==> src/inc/ration_pkg.sv <==
/*
  shared constants for the charge ration and limit configuration bank.
  assumes a byte-wide register port driven by an smbus slave front end.
*/
package ration_pkg;
  // ---------------------------------------------------------------
  // register addresses
  // ---------------------------------------------------------------
  localparam logic [7:0] ADDR_THR2_HI   = 8'h20;
  localparam logic [7:0] ADDR_THR2_LO   = 8'h21;
  localparam logic [7:0] ADDR_RATION    = 8'h22;
  localparam logic [7:0] ADDR_LIM1      = 8'h23;
  localparam logic [7:0] ADDR_LIM2      = 8'h24;
  localparam logic [7:0] ADDR_PRODUCT   = 8'hfd;
  localparam logic [7:0] ADDR_MAKER     = 8'hfe;
  localparam logic [7:0] ADDR_REVISION  = 8'hff;
  // ---------------------------------------------------------------
  // reset values; identity values are arbitrary
  // ---------------------------------------------------------------
  localparam logic [7:0]  RATION_RST    = 8'h11;
  localparam logic [7:0]  LIM_RST       = 8'h96;
  localparam logic [15:0] THR_RST       = 16'hffff;
  localparam logic [7:0]  PRODUCT_VAL   = 8'h3c;
  localparam logic [7:0]  MAKER_VAL     = 8'ha7;
  localparam logic [7:0]  REVISION_VAL  = 8'h02;
  // ---------------------------------------------------------------
  // field positions
  // ---------------------------------------------------------------
  localparam int P2_EN_BIT   = 7;
  localparam int P2_CLR_BIT  = 6;
  localparam int P2_RSP_LSB  = 4;
  localparam int P1_EN_BIT   = 3;
  localparam int P1_CLR_BIT  = 2;
  localparam int P1_RSP_LSB  = 0;
  localparam int VSEL_LSB    = 6;
  localparam int DSCH_BIT    = 5;
  localparam int ISEL_LSB    = 2;
  // ---------------------------------------------------------------
  // timing: one accumulation update per second
  // ---------------------------------------------------------------
  localparam int  CLK_HZ        = 125000000;
  localparam int  UPDATE_S      = 1;
  localparam int  UPDATE_CYCLES = CLK_HZ * UPDATE_S;
  localparam int  ACC_W         = 26;
  localparam int  THR_W         = 16;
  localparam int  THR_SHIFT     = ACC_W - THR_W;
  typedef enum logic [1:0] {
    RSP_REPORT,
    RSP_REPORT_DISC,
    RSP_DISC_SLEEP,
    RSP_IGNORE
  } response_t;
endpackage

==> src/inc/ration_if.sv <==
/*
  control and status lines between the register bank and one port's ration engine.
  assumes both ends run on ref_clk_i.
*/
`timescale 1ns/100ps
interface ration_if;
  logic              enable;
  logic              clear;
  logic [1:0]        response;
  logic [15:0]       threshold;
  logic              tick;
  logic [15:0]       charge_inc;
  logic              status;
  logic              disconnect;
  logic              sleep_req;
  logic              report;
  modport bank (output enable, clear, response, threshold, tick,
                output charge_inc, input status, disconnect,
                input sleep_req, report);
  modport engine (input enable, clear, response, threshold, tick,
                  input charge_inc, output status, disconnect,
                  output sleep_req, report);
endinterface

==> src/rtl/ration_engine.sv <==
/*
  one port's charge accumulator, threshold compare and response.
  assumes tick is a one-cycle pulse once per second from the bank.
*/
`timescale 1ns/100ps
module ration_engine (
  input  wire logic ref_clk_i,
  input  wire logic rst_n_i,
  ration_if.engine  rif
);
  import ration_pkg::*;

  logic [ACC_W-1:0] acc_ff;
  logic             status_ff;
  logic [ACC_W-1:0] nxt_acc;
  logic             hit;

  // ---------------------------------------------------------------
  // accumulator
  // ---------------------------------------------------------------
  always_comb begin
    nxt_acc = acc_ff + ACC_W'(rif.charge_inc);
    if (nxt_acc < acc_ff) begin
      nxt_acc = '1;
    end
  end

  always_ff @(posedge ref_clk_i or negedge rst_n_i) begin
    if (!rst_n_i) begin
      acc_ff <= '0;
    end else if (!rif.enable || rif.clear) begin
      acc_ff <= '0;
    end else if (rif.tick) begin
      acc_ff <= nxt_acc;
    end
  end

  // threshold lsb is 1024 accumulator lsbs (3.76 vs 0.00367 mAh)
  assign hit = {rif.threshold, THR_SHIFT'(0)} <= nxt_acc;

  // ---------------------------------------------------------------
  // status and response
  // ---------------------------------------------------------------
  always_ff @(posedge ref_clk_i or negedge rst_n_i) begin
    if (!rst_n_i) begin
      status_ff <= 1'b0;
    end else if (!rif.enable || rif.clear) begin
      status_ff <= 1'b0;
    end else if (rif.tick && hit) begin
      status_ff <= 1'b1;
    end
  end

  always_comb begin
    rif.status     = status_ff;
    rif.report     = 1'b0;
    rif.disconnect = 1'b0;
    rif.sleep_req  = 1'b0;
    unique case (response_t'(rif.response))
      RSP_REPORT:      rif.report = status_ff;
      RSP_REPORT_DISC: begin
        rif.report     = status_ff;
        rif.disconnect = status_ff;
      end
      RSP_DISC_SLEEP:  begin
        rif.disconnect = status_ff;
        rif.sleep_req  = status_ff;
      end
      RSP_IGNORE:      rif.report = 1'b0;
    endcase
  end

  stat_clear_a: assert property (@(posedge ref_clk_i)
    disable iff (!rst_n_i)
    !rif.enable || rif.clear |=> !status_ff)
    else $error("ration status not cleared");
  acc_clear_a: assert property (@(posedge ref_clk_i)
    disable iff (!rst_n_i)
    !rif.enable |=> acc_ff == '0)
    else $error("accumulator not cleared");
  ignore_rsp_a: assert property (@(posedge ref_clk_i)
    disable iff (!rst_n_i)
    rif.response == 2'b11 |-> !rif.report && !rif.disconnect)
    else $error("ignore response acted");
  hit_cv: cover property (@(posedge ref_clk_i) disable iff (!rst_n_i)
    $rose(status_ff));
endmodule

==> src/rtl/ration_limit_regs.sv <==
/*
  ration configuration, port 2 threshold, current-limit behaviour and
  identification registers on a byte-wide register port.
  assumes the smbus slave gives one-cycle wr/rd strobes on ref_clk_i,
  and that charge increments come from the monitor on the same clock.
*/
// Function
// - disabled ration clears and halts accumulation
// - disable undoes response and clears status
// - clear bit zeroes count, clears status, alert
// - response field: report, disconnect, sleep, ignore
// - ration byte field positions per port
// - port 2 threshold sixteen bits, 3.76mAh steps
// - limit registers return to defaults after sleep
// - bits 7-6 select minimum bus voltage
// - host times discharge load, no device timer
// - auto discharge enable overrides host load bit
// - load parallels port while switch enabled
// - bits 4-2 select minimum bus current
// - three read-only identification registers FD-FF
// - accumulate once per second, then compare
// - threshold met sets status and applies response
`timescale 1ns/100ps
module ration_limit_regs (
  input  wire logic        ref_clk_i,
  input  wire logic        rst_n_i,
  input  wire logic [7:0]  reg_addr_i,
  input  wire logic [7:0]  reg_wdata_i,
  input  wire logic        reg_wr_i,
  input  wire logic        reg_rd_i,
  output logic      [7:0]  reg_rdata_o,
  input  wire logic [15:0] port1_threshold_i,
  input  wire logic [15:0] port1_charge_inc_i,
  input  wire logic [15:0] port2_charge_inc_i,
  input  wire logic        active_i,
  input  wire logic        sleep_exit_i,
  input  wire logic        auto_discharge_enable_i,
  input  wire logic        port1_switch_enable_i,
  input  wire logic        port2_switch_enable_i,
  output logic             port1_ration_status_o,
  output logic             port2_ration_status_o,
  output logic             port1_ration_alert_o,
  output logic             port2_ration_alert_o,
  output logic             port1_switch_block_o,
  output logic             port2_switch_block_o,
  output logic             sleep_request_o,
  output logic             port1_discharge_load_o,
  output logic             port2_discharge_load_o,
  output logic             port1_load_parallel_o,
  output logic             port2_load_parallel_o,
  output logic      [1:0]  port1_min_bus_voltage_sel_o,
  output logic      [1:0]  port2_min_bus_voltage_sel_o,
  output logic      [2:0]  port1_min_current_sel_o,
  output logic      [2:0]  port2_min_current_sel_o
);
  import ration_pkg::*;

  logic [7:0]  ration_config_ff;
  logic [7:0]  lim1_ff;
  logic [7:0]  lim2_ff;
  logic [15:0] port2_threshold_value_ff;
  logic [26:0] tick_cnt_ff;
  logic        tick_ff;
  logic [7:0]  nxt_rdata;
  logic [1:0]  sw_meta_ff;
  logic [1:0]  sw_sync_ff;

  ration_if p1 ();
  ration_if p2 ();

  function automatic logic wr_hit(input logic [7:0] a);
    wr_hit = reg_wr_i && (reg_addr_i == a);
  endfunction

  // ---------------------------------------------------------------
  // writable registers
  // ---------------------------------------------------------------
  always_ff @(posedge ref_clk_i or negedge rst_n_i) begin
    if (!rst_n_i) begin
      ration_config_ff <= RATION_RST;
    end else if (wr_hit(ADDR_RATION)) begin
      ration_config_ff <= reg_wdata_i;
    end
  end

  // clear bits stay set until the host writes zero; engine holds idle
  always_ff @(posedge ref_clk_i or negedge rst_n_i) begin
    if (!rst_n_i) begin
      port2_threshold_value_ff <= THR_RST;
    end else if (wr_hit(ADDR_THR2_HI)) begin
      port2_threshold_value_ff[15:8] <= reg_wdata_i;
    end else if (wr_hit(ADDR_THR2_LO)) begin
      port2_threshold_value_ff[7:0] <= reg_wdata_i;
    end
  end

  // limit registers are not retained through sleep
  always_ff @(posedge ref_clk_i or negedge rst_n_i) begin
    if (!rst_n_i) begin
      lim1_ff <= LIM_RST;
      lim2_ff <= LIM_RST;
    end else if (sleep_exit_i) begin
      lim1_ff <= LIM_RST;
      lim2_ff <= LIM_RST;
    end else begin
      // reserved bits stored as written; host keeps them
      if (wr_hit(ADDR_LIM1)) begin
        lim1_ff <= reg_wdata_i;
      end
      if (wr_hit(ADDR_LIM2)) begin
        lim2_ff <= reg_wdata_i;
      end
    end
  end

  // ---------------------------------------------------------------
  // one-second tick while active
  // ---------------------------------------------------------------
  always_ff @(posedge ref_clk_i or negedge rst_n_i) begin
    if (!rst_n_i) begin
      tick_cnt_ff <= '0;
      tick_ff     <= 1'b0;
    end else if (!active_i) begin
      tick_cnt_ff <= '0;
      tick_ff     <= 1'b0;
    end else if (tick_cnt_ff == 27'(UPDATE_CYCLES - 1)) begin
      tick_cnt_ff <= '0;
      tick_ff     <= 1'b1;
    end else begin
      tick_cnt_ff <= tick_cnt_ff + 27'd1;
      tick_ff     <= 1'b0;
    end
  end

  // ---------------------------------------------------------------
  // switch enable pins; two flops, so a pin edge lands 2 cycles late
  // ---------------------------------------------------------------
  always_ff @(posedge ref_clk_i or negedge rst_n_i) begin
    if (!rst_n_i) begin
      sw_meta_ff <= 2'b00;
      sw_sync_ff <= 2'b00;
    end else begin
      sw_meta_ff <= {port2_switch_enable_i, port1_switch_enable_i};
      sw_sync_ff <= sw_meta_ff;
    end
  end

  // ---------------------------------------------------------------
  // engines
  // ---------------------------------------------------------------
  assign p1.enable     = ration_config_ff[P1_EN_BIT];
  assign p1.clear      = ration_config_ff[P1_CLR_BIT];
  assign p1.response   = ration_config_ff[P1_RSP_LSB +: 2];
  assign p1.threshold  = port1_threshold_i;
  assign p1.tick       = tick_ff;
  assign p1.charge_inc = port1_charge_inc_i;
  assign p2.enable     = ration_config_ff[P2_EN_BIT];
  assign p2.clear      = ration_config_ff[P2_CLR_BIT];
  assign p2.response   = ration_config_ff[P2_RSP_LSB +: 2];
  assign p2.threshold  = port2_threshold_value_ff;
  assign p2.tick       = tick_ff;
  assign p2.charge_inc = port2_charge_inc_i;

  ration_engine u_eng1 (
    .ref_clk_i (ref_clk_i),
    .rst_n_i   (rst_n_i),
    .rif       (p1.engine)
  );
  ration_engine u_eng2 (
    .ref_clk_i (ref_clk_i),
    .rst_n_i   (rst_n_i),
    .rif       (p2.engine)
  );

  assign port1_ration_status_o = p1.status;
  assign port2_ration_status_o = p2.status;
  // alert released on clear unless other sources hold it outside
  assign port1_ration_alert_o  = p1.report;
  assign port2_ration_alert_o  = p2.report;
  assign port1_switch_block_o  = p1.disconnect;
  assign port2_switch_block_o  = p2.disconnect;
  assign sleep_request_o       = p1.sleep_req | p2.sleep_req;

  // ---------------------------------------------------------------
  // limit behaviour fields
  // ---------------------------------------------------------------
  assign port1_min_bus_voltage_sel_o = lim1_ff[VSEL_LSB +: 2];
  assign port2_min_bus_voltage_sel_o = lim2_ff[VSEL_LSB +: 2];
  assign port1_min_current_sel_o     = lim1_ff[ISEL_LSB +: 3];
  assign port2_min_current_sel_o     = lim2_ff[ISEL_LSB +: 3];
  // no timer here: load follows the bit while the host holds it
  assign port1_discharge_load_o = lim1_ff[DSCH_BIT]
                                  && !auto_discharge_enable_i;
  assign port2_discharge_load_o = lim2_ff[DSCH_BIT]
                                  && !auto_discharge_enable_i;
  assign port1_load_parallel_o  = port1_discharge_load_o
                                  && sw_sync_ff[0];
  assign port2_load_parallel_o  = port2_discharge_load_o
                                  && sw_sync_ff[1];

  // ---------------------------------------------------------------
  // read path; unmapped addresses read zero
  // ---------------------------------------------------------------
  always_comb begin
    nxt_rdata = 8'h00;
    unique case (reg_addr_i)
      ADDR_THR2_HI:  nxt_rdata = port2_threshold_value_ff[15:8];
      ADDR_THR2_LO:  nxt_rdata = port2_threshold_value_ff[7:0];
      ADDR_RATION:   nxt_rdata = ration_config_ff;
      ADDR_LIM1:     nxt_rdata = lim1_ff;
      ADDR_LIM2:     nxt_rdata = lim2_ff;
      ADDR_PRODUCT:  nxt_rdata = PRODUCT_VAL;
      ADDR_MAKER:    nxt_rdata = MAKER_VAL;
      ADDR_REVISION: nxt_rdata = REVISION_VAL;
      default:       nxt_rdata = 8'h00;
    endcase
  end

  always_ff @(posedge ref_clk_i or negedge rst_n_i) begin
    if (!rst_n_i) begin
      reg_rdata_o <= 8'h00;
    end else if (reg_rd_i) begin
      reg_rdata_o <= nxt_rdata;
    end
  end

  // ---------------------------------------------------------------
  // checks
  // ---------------------------------------------------------------
  sleep_default_a: assert property (@(posedge ref_clk_i)
    disable iff (!rst_n_i)
    sleep_exit_i |=> lim1_ff == LIM_RST && lim2_ff == LIM_RST)
    else $error("limit registers kept through sleep");
  auto_override_a: assert property (@(posedge ref_clk_i)
    disable iff (!rst_n_i)
    auto_discharge_enable_i |-> !port1_discharge_load_o
                                && !port2_discharge_load_o)
    else $error("host load bit not ignored");
  id_read_a: assert property (@(posedge ref_clk_i)
    disable iff (!rst_n_i)
    reg_rd_i && reg_addr_i == ADDR_MAKER |=> reg_rdata_o == MAKER_VAL)
    else $error("maker code wrong");
  id_write_a: assert property (@(posedge ref_clk_i)
    disable iff (!rst_n_i)
    reg_wr_i && reg_addr_i == ADDR_PRODUCT
    ##[1:4] reg_rd_i && reg_addr_i == ADDR_PRODUCT
    |=> reg_rdata_o == PRODUCT_VAL)
    else $error("product code changed by write");
  parallel_load_a: assert property (@(posedge ref_clk_i)
    disable iff (!rst_n_i)
    port1_load_parallel_o == (port1_discharge_load_o
                              && $past(port1_switch_enable_i, 2)))
    else $error("port 1 parallel load wrong");
  par_load2_a: assert property (@(posedge ref_clk_i)
    disable iff (!rst_n_i)
    port2_load_parallel_o == (port2_discharge_load_o
                              && $past(port2_switch_enable_i, 2)))
    else $error("port 2 parallel load wrong");
  tick_gap_a: assert property (@(posedge ref_clk_i)
    disable iff (!rst_n_i)
    tick_ff |=> !tick_ff [*8])
    else $error("ticks too close");
  cfg_write_a: assert property (@(posedge ref_clk_i)
    disable iff (!rst_n_i)
    reg_wr_i && reg_addr_i == ADDR_RATION
    |=> p2.enable == $past(reg_wdata_i[P2_EN_BIT]))
    else $error("ration config write lost");
  lim_write_a: assert property (@(posedge ref_clk_i)
    disable iff (!rst_n_i)
    reg_wr_i && reg_addr_i == ADDR_LIM2 && !sleep_exit_i
    |=> lim2_ff == $past(reg_wdata_i))
    else $error("limit write lost");
  thr_write_a: assert property (@(posedge ref_clk_i)
    disable iff (!rst_n_i)
    reg_wr_i && reg_addr_i == ADDR_THR2_LO
    |=> port2_threshold_value_ff[7:0] == $past(reg_wdata_i))
    else $error("threshold low byte write lost");
  clear_status_a: assert property (@(posedge ref_clk_i)
    disable iff (!rst_n_i)
    ration_config_ff[P2_CLR_BIT]
    |=> !port2_ration_status_o && !port2_switch_block_o)
    else $error("ration clear left status set");
  disable_undo_a: assert property (@(posedge ref_clk_i)
    disable iff (!rst_n_i)
    !ration_config_ff[P1_EN_BIT]
    |=> !port1_switch_block_o && !port1_ration_alert_o)
    else $error("disable left response applied");
  alert_source_a: assert property (@(posedge ref_clk_i)
    disable iff (!rst_n_i)
    port1_ration_alert_o
    |-> port1_ration_status_o && !ration_config_ff[P1_RSP_LSB + 1])
    else $error("alert without report response");
  sleep_source_a: assert property (@(posedge ref_clk_i)
    disable iff (!rst_n_i)
    sleep_request_o
    |-> port1_ration_status_o || port2_ration_status_o)
    else $error("sleep request without status");
  disc_cv:  cover property (@(posedge ref_clk_i) port2_switch_block_o);
  sleep_cv: cover property (@(posedge ref_clk_i) sleep_request_o);
  load_cv:  cover property (@(posedge ref_clk_i) port1_load_parallel_o);
  clr_cv:   cover property (@(posedge ref_clk_i) ration_config_ff[P2_CLR_BIT]);
endmodule

==> config.mk <==
export PLATFORM = sky130hd
export DESIGN_NAME = ration_limit_regs
export DESIGN_NICKNAME = d
export VERILOG_FILES = /design/src/inc/ration_pkg.sv /design/src/inc/ration_if.sv /design/src/rtl/ration_engine.sv /design/src/rtl/ration_limit_regs.sv
export SDC_FILE = /design/constraint.sdc
export NUM_CORES = 1
export LEC_CHECK = 0
export BUFFER_PORTS_ARGS = -buffer_cell sky130_fd_sc_hd__buf_2
export CAP_MARGIN = 30
export CORE_MARGIN = 2
export CORE_UTILIZATION = 55
export DETAILED_ROUTE_END_ITERATION = 8
export GPL_TIMING_DRIVEN = 0
export PLACE_DENSITY_LB_ADDON = 0.15
export RECOVER_POWER = 25
export SLEW_MARGIN = 0
export SYNTH_ARGS = -nofsm -noshare
export SYNTH_HDL_FRONTEND = slang
export SYNTH_SLANG_ARGS = --single-unit
export TNS_END_PERCENT = 50
==> constraint.sdc <==
create_clock -name ref_clk_i -period 5.7 [get_ports ref_clk_i]
set_input_delay 0.285 -clock ref_clk_i [delete_from_list [all_inputs] [get_ports ref_clk_i]]
set_output_delay 0.285 -clock ref_clk_i [all_outputs]
set_load 0.05 [all_outputs]
==> out/metrics.cfg, run 1 <==
[status]
status = finished, violations left
violations = capacitance limit, slew limit, setup timing

[finish]
drive_gt1_frac = 0.213
fin_util = 0.660
final_cell_mix = dfrtp_1, ha_1, buf_2, nor2_1, inv_1
final_common_cell = dfrtp_1
fin_nets = 1443
multiInputGateArea_um2 = 6400
num-fill-cells = 1502
fin_cells = 1501
seqCellArea_um2 = 3390
antenna_cells = 0
syn2layout_area_growth_pct = 16.8

[pwr]
power.switching_w = 0.000610
p_sw_frac = 0.254
power_frac_seq = 0.407
internal_power_w = 0.00180
ir_drop_mv = 0.208
comb_power_share = 0.116
power_frac_clock = 0.476
powerDensity_nw_per_um2 = 202
p_leak_nw = 5.53

[logic_synthesis]
ys_dominant_reg_cell = dfrtp_1
yosys_warnings = 0
synth_cell_type_count = 79
syn-num-nets = 1306
synth_compound_area_frac = 0.207
synth-simple-area-share = 0.177
syn-cell-area_um2 = 10200
synth_top_family_by_area = compound AO/OA/AOI/OAI gates
synth-seq-cells = 134
synth_edf_count = 0
syn_inst = 1122
synth_fa_ha_area_frac = 0.137
syn_avg_cell_area_um2 = 9.11
synth_xor_xnor_area_share = 0.0522
ys_seq_area_frac = 0.331
synthMuxAreaShare = 0.0377
synthArstFlopShare = 1.00

[floorplan]
die_h_um = 140
ios = 102
die-area_um2 = 19700
core_um2 = 18100
start_util = 0.565
chipWidth_um = 140
num_rows = 49

[clock_tree]
cts_buffer_depth = 2
htreeDepth = 4
cts-buffers-inserted = 17
worst_skew_pair.late_latency_ns = 0.43
cts_sinks = 134
clockRootBuffer = clkbuf_16
clk_pin_slew_ns = 0.06
cts_tree = yes

[timing]
hold_ws_ns = 0.0808
fin_ws_ns = -0.497
worst_clock_skew_ns = 0.00897
setup_viol = 2
finalSetupTns_ns = -0.754
slew_headroom = -1.41
hold_viol = 0
min_period_ns = 6.20
finalCritPeriodShare = 1.09
rsz0062_at_grt = true
drv_slew = 136
tightest_slew_ns = 3.61
max_freq_mhz = 161

[worst_setup_path]
critPathMaxStageDelay_ns = 0.50
worst-setup-path-type = register to register
cp-end-kind = register
rrSetupSlack_ns = -0.50
path_max_fanout = 10
critPathRequiredTime_ns = 6.02
start_kind = register
cp_slowest_cell = or4_4
critPathArrivalTime_ns = 6.52

[routing]
detail_route.wl_per_cell_um = 18.0
routed_via_density = 6.04
route.vias.total = 9061
routed_wl_um = 27000
drtIter0Drc = 792
dr.pass1.iters = 6
drtAntennaViolNets = 0
post-route-drc-count = 0

[global_routing]
grt_pass1_vias = 8607
grtUsageTotal = 0.279
grt_max_degree = 70
grt_pass1_wl_um = 44100
gr-total-overflow = 0
antenna_found_initial = 0

[place]
dp_hpwl_um = 20100
gp_congestion = 0.899
io_buffer_count = 99
placedCellCount = 1452

[run]
maxCapViolCount = 2

[hold_path]
hold_class = input pin to register

## cells by family (layout without fill, tap and decap cells)
kind of cell	count (synthesis)	in the layout
muxes	29	29
xor gates and xnor gates	61	61
and+or+nand+nor	357	357
AOI/OAI and AO/OA	289	289
DFF	134	134
adders and majority gates	111	111
buffers and inverters	141	291
## power groups by stage
stage,Clock [W],Combinational [W],Sequential (W)
after floorplan,0,0.000158,0.000992
after global placement,0,0.000255,0.000996
after detailed placement,0,0.000264,0.000996
after CTS,0.00115,0.000277,0.000980
after global routing,0.00120,0.000314,0.000981
final,0.00115,0.000280,0.000980
## state kept, by name, summed over array words and instances (netlist names)
register / count
u_eng2.rif.status: 1
lim1_ff: 8
p2.threshold: 16
reg_rdata_o: 8
p1.tick: 1
lim2_ff: 8
sw_meta_ff: 2
ration_config_ff: 8
u_eng2.acc_ff: 26
u_eng1.acc_ff: 26
tick_cnt_ff: 27
sw_sync_ff: 2
u_eng1.rif.status: 1
## Yosys cell counts (12+ instances only)
library cell	n	share of area
nor2_1	100	0.037
nor2b_1	20	0.012
a21oi_1	56	0.027
a211oi_1	22	0.016
a21o_1	27	0.020
nand3_1	27	0.013
nand2b_1	12	0.0073
xnor2_1	21	0.018
o21a_1	12	0.0088
nand2_1	71	0.026
clkbuf_1	32	0.012
xor2_1	40	0.034
o22ai_1	12	0.0073
inv_1	86	0.032
o21ai_0	42	0.021
nor3_1	17	0.0083
dfstp_2	26	0.067
and2_1	20	0.012
nand4_1	20	0.012
dfrtp_1	108	0.26
ha_1	109	0.13
and3_1	24	0.015
a221oi_1	17	0.015
mux2_2	13	0.014
## area by class of cell
| cell class | instances | share of cell area |
|---|---|---|
| inverters | 86 | 0.0270 |
| well taps | 229 | 0.0240 |
| clock inverters | 11 | 0.0127 |
| multi-input cells | 847 | 0.536 |
| clock buffers | 21 | 0.0386 |
| repair buffers | 118 | 0.0537 |
| plain buffers | 55 | 0.0241 |
| flip-flops and latches | 134 | 0.284 |
## repair_timing
action / in CTS / in global routing
resized for setup: 23 / 14
endpoints found under the hold margin: 110 / 0
pin swaps: 7 / 15
hold buffers: 3 / 0
endpoints found under the setup margin: 2 / 2
buffers inserted: 7 / 7
## path summary, 6_finish.rpt
path / startpoint / endpoint / cells past startpoint
max: u_eng1.acc_ff[0]$_DFFE_PN0P_ / u_eng1.rif.status$_DFFE_PN0P_ / 26
min: reg_wdata_i[4] / lim2_ff[4]$_DFFE_PN1P_ / 3
max reg2reg: u_eng1.acc_ff[0]$_DFFE_PN0P_ / u_eng1.rif.status$_DFFE_PN0P_ / 26
min reg2reg: sw_meta_ff[1]$_DFF_PN0_ / sw_sync_ff[1]$_DFF_PN0_ / 0
max in group asynchronous: rst_n_i / u_eng2.acc_ff[21]$_DFFE_PN0P_ / 3
min in group asynchronous: rst_n_i / tick_cnt_ff[21]$_DFF_PN0_ / 3
## worst max-delay path, delay by kind of cell, from the launching register on
family	cells	cell delay, ns
AND/OR/NAND/NOR	9	1.75
AO/OA/AOI/OAI	9	2.32
XOR/XNOR	1	0.22
adder cells (fa/ha/maj)	4	1.05
flip-flops	1	0.41
buffers and inverters	3	0.36
## metal layers
layer  wire, um  GRT usage  up-vias  share of wire
li1           -          -     4373              -
met1      12300      0.392     4343           0.46
met2      12600      0.448      308           0.47
met3       1620     0.0390       37          0.060
met4        469     0.0861        0          0.017
met5          0          0        -              0
## metrics by stage
stage	total power [W]	worst slack [ns]	instance area, um2
5_1_grt	0.00249	-0.657	11900
2_1_floorplan	0.00115	0.0347	10200
3_5_place_dp	0.00126	-1.14	11100
3_3_place_gp	0.00125	-1.11	11000
6_report	0.00241	-0.497	11900
4_1_cts	0.00241	-0.330	11900
(Power assumes the default switching activity.)
==> run 2, diff against run 1 <==
==> constraint.sdc (replaced) <==
create_clock -name ref_clk_i -period 7 [get_ports ref_clk_i]
set_input_delay 0.35 -clock ref_clk_i [delete_from_list [all_inputs] [get_ports ref_clk_i]]
set_output_delay 0.35 -clock ref_clk_i [all_outputs]
set_load 0.05 [all_outputs]
==> run 2 against run 1 <==
The flow finishes with violations (capacitance limit, slew limit). Worst setup slack better by 0.89 ns. Via count down 1.4%. Global-route usage down 0.45 points. Design area down 2.5%. Largest power group unchanged. Highest routed layer unchanged.
==> out/metrics.cfg, run 2 (synthesized netlist as in run 1, its figures left out) <==
[timing]
drv_slew = 136  ; unchanged
rsz0062_at_grt = false
setup_viol = 0  ; -2
tightest_slew_ns = 3.64  ; +0.0281 ns
worst_clock_skew_ns = 0.0102  ; +0.00123 ns
slew_headroom = -1.43  ; -0.0188
max_freq_mhz = 151  ; -6.3%
finalSetupTns_ns = 0  ; +0.754 ns
finalCritPeriodShare = 0.944  ; -0.143
hold_viol = 0  ; unchanged
min_period_ns = 6.61  ; +0.414 ns

[worst_setup_path]
critPathArrivalTime_ns = 6.93  ; +0.41 ns
critPathRequiredTime_ns = 7.32  ; +1.30 ns
worst-setup-path-type = register to register
path_max_fanout = 19  ; +9
cp-end-kind = register
start_kind = register

[finish]
final_cell_mix = ha_1, dfrtp_1, buf_2, nor2_1, inv_1
antenna_cells = 0  ; unchanged
fin_nets = 1426  ; -1.2%
final_common_cell = ha_1
multiInputGateArea_um2 = 6250  ; -2.4%
largest-register = tick_cnt_ff
drive_gt1_frac = 0.184  ; -0.0290
seqCellArea_um2 = 3390  ; unchanged
syn2layout_area_growth_pct = 13.8
largest_reg_flops = 27  ; unchanged
num-fill-cells = 1536  ; +2.3%
reg.largest.list = tick_cnt_ff x27, u_eng1.acc_ff x26, u_eng2.acc_ff x26
fin_cells = 1484  ; -1.1%

[clock_tree]
cts_buffer_depth = 2  ; unchanged
cts_tree = yes
clk_pin_slew_ns = 0.06  ; about the same
cts-buffers-inserted = 17  ; unchanged
postCtsSetupRepairBufs = 0  ; -7
htreeDepth = 4  ; unchanged
clockRootBuffer = clkbuf_16
worst_skew_pair.late_latency_ns = 0.43  ; about the same
cts_sinks = 134  ; unchanged

[global_routing]
use_met3 = 0.0400  ; +0.00103
gr-usage-met1 = 0.386  ; -0.00613
antenna_found_initial = 0  ; unchanged
grt_pass1_wl_um = 43400  ; -1.7%
top_usage_layer = met2
use_met2 = 0.440  ; -0.00774
gr-total-overflow = 0  ; unchanged
grt_pass1_vias = 8508  ; -1.2%
grt_max_degree = 70  ; unchanged
grtUsageTotal = 0.274  ; -0.00447

[routing]
drtIter0Drc = 745  ; -5.9%
route.vias.total = 8931  ; -1.4%
routed_wl_um = 26300  ; -2.7%
drtAntennaViolNets = 0  ; unchanged
dr.pass1.iters = 6  ; unchanged
routed_via_density = 6.02  ; -0.31%
detail_route.wl_per_cell_um = 17.7  ; -1.5%
post-route-drc-count = 0  ; unchanged

[place]
dp_hpwl_um = 20100  ; unchanged
placedCellCount = 1452  ; unchanged
io_buffer_count = 99  ; unchanged
gp_congestion = 0.899  ; unchanged

[floorplan]
start_util = 0.565  ; unchanged
ios = 102  ; unchanged
chipWidth_um = 140  ; unchanged
num_rows = 49  ; unchanged
die-area_um2 = 19700  ; unchanged
die_h_um = 140  ; unchanged
core_um2 = 18100  ; unchanged

[status]
status = finished, violations left
violations = capacitance limit, slew limit

[hold_path]
hold_class = input pin to register

[pwr]
p_leak_nw = 5.40  ; -2.2%
ir_drop_mv = 0.171  ; -18%
powerDensity_nw_per_um2 = 167  ; -17%

[run]
maxCapViolCount = 2  ; unchanged

-- run 2: cell count changes in the layout (fill, tap and decap cells not counted), sizes merged --
cell,before,now
buf,135,120
dlygate4sd3,3,1
-- run 2: what timing repair did --
item	4_1_cts	5_1_grt
setup endpoints to repair	0	1
hold buffers	1	0
resized for setup	0	3
endpoints found under the hold margin	108	0
-- run 2: final timing paths --
kind,startpoint,end,slack (ns),depth (start not counted)
setup / recovery,u_eng1.acc_ff[0]$_DFFE_PN0P_,u_eng1.rif.status$_DFFE_PN0P_,0.39,26
hold / removal,port2_switch_enable_i,sw_meta_ff[1]$_DFF_PN0_,0.02,1
setup reg to reg,u_eng1.acc_ff[0]$_DFFE_PN0P_,u_eng1.rif.status$_DFFE_PN0P_,0.39,26
hold reg to reg,sw_meta_ff[0]$_DFF_PN0_,sw_sync_ff[0]$_DFF_PN0_,0.35,0
max in group asynchronous,rst_n_i,ration_config_ff[6]$_DFFE_PN0P_,3.09,3
min in group asynchronous,rst_n_i,tick_cnt_ff[21]$_DFF_PN0_,1.82,3
-- run 2: where the power goes --
group          leakage (nW)  total (W)  switching [W]  internal (W)
clock network         0.286   0.000936       0.000356      0.000580
logic                  3.35   0.000212       0.000127     0.0000844
registers              1.77   0.000798     0.00000910      0.000789
total                  5.40    0.00195       0.000493       0.00145
-- run 2: stage by stage --
stage	utilization	total power [W]	area, um2	setup WS, ns	hold WS, ns
floorplan	-	0.000936	10200	1.32	0.0544
global placement	0.609	0.00102	11000	0.120	0.332
detailed placement	0.612	0.00103	11100	0.0956	0.344
CTS	0.646	0.00195	11700	0.112	0.0168
global route	0.643	0.00202	11600	0.0342	0.0130
finish	0.643	0.00195	11600	0.389	0.0216
-- run 2: critical path, cell delays in order, from the launching register on --
cell	delay [ns]
dfrtp_1	0.36
ha_1	0.20
inv_1	0.06
fa_1	0.43
nor2b_1	0.17
o31a_1	0.22
o2111ai_1	0.20
nand3b_1	0.14
xor2_1	0.25
ha_1	0.30
o211a_1	0.25
a221o_1	0.35
a221oi_1	0.31
a21oi_1	0.14
o31ai_1	0.33
nand4_1	0.21
a21oi_1	0.29
buf_4	0.30
a21oi_1	0.09
ha_1	0.32
nand4_1	0.09
nor2_1	0.26
nand3_1	0.21
nor4_1	0.29
nand2_1	0.10
or4_1	0.40
o31ai_1	0.23
-- run 2: area by class of cell --
type	count	area share
inverter	86	0.0277
multi-input combinational	847	0.537
clock buffer	21	0.0396
buffer	54	0.0231
sequential	134	0.291
timing repair buffer	102	0.0440
clock inverter	11	0.0130
tap	229	0.0246
-- run 2: layer usage --
metal / wire length (um) / up-vias / part of all wire
li1: - / 4338 / -
met4: 588 / 0 / 0.022
met1: 12200 / 4256 / 0.46
met3: 1410 / 49 / 0.054
met5: 0 / - / 0
met2: 12100 / 288 / 0.46
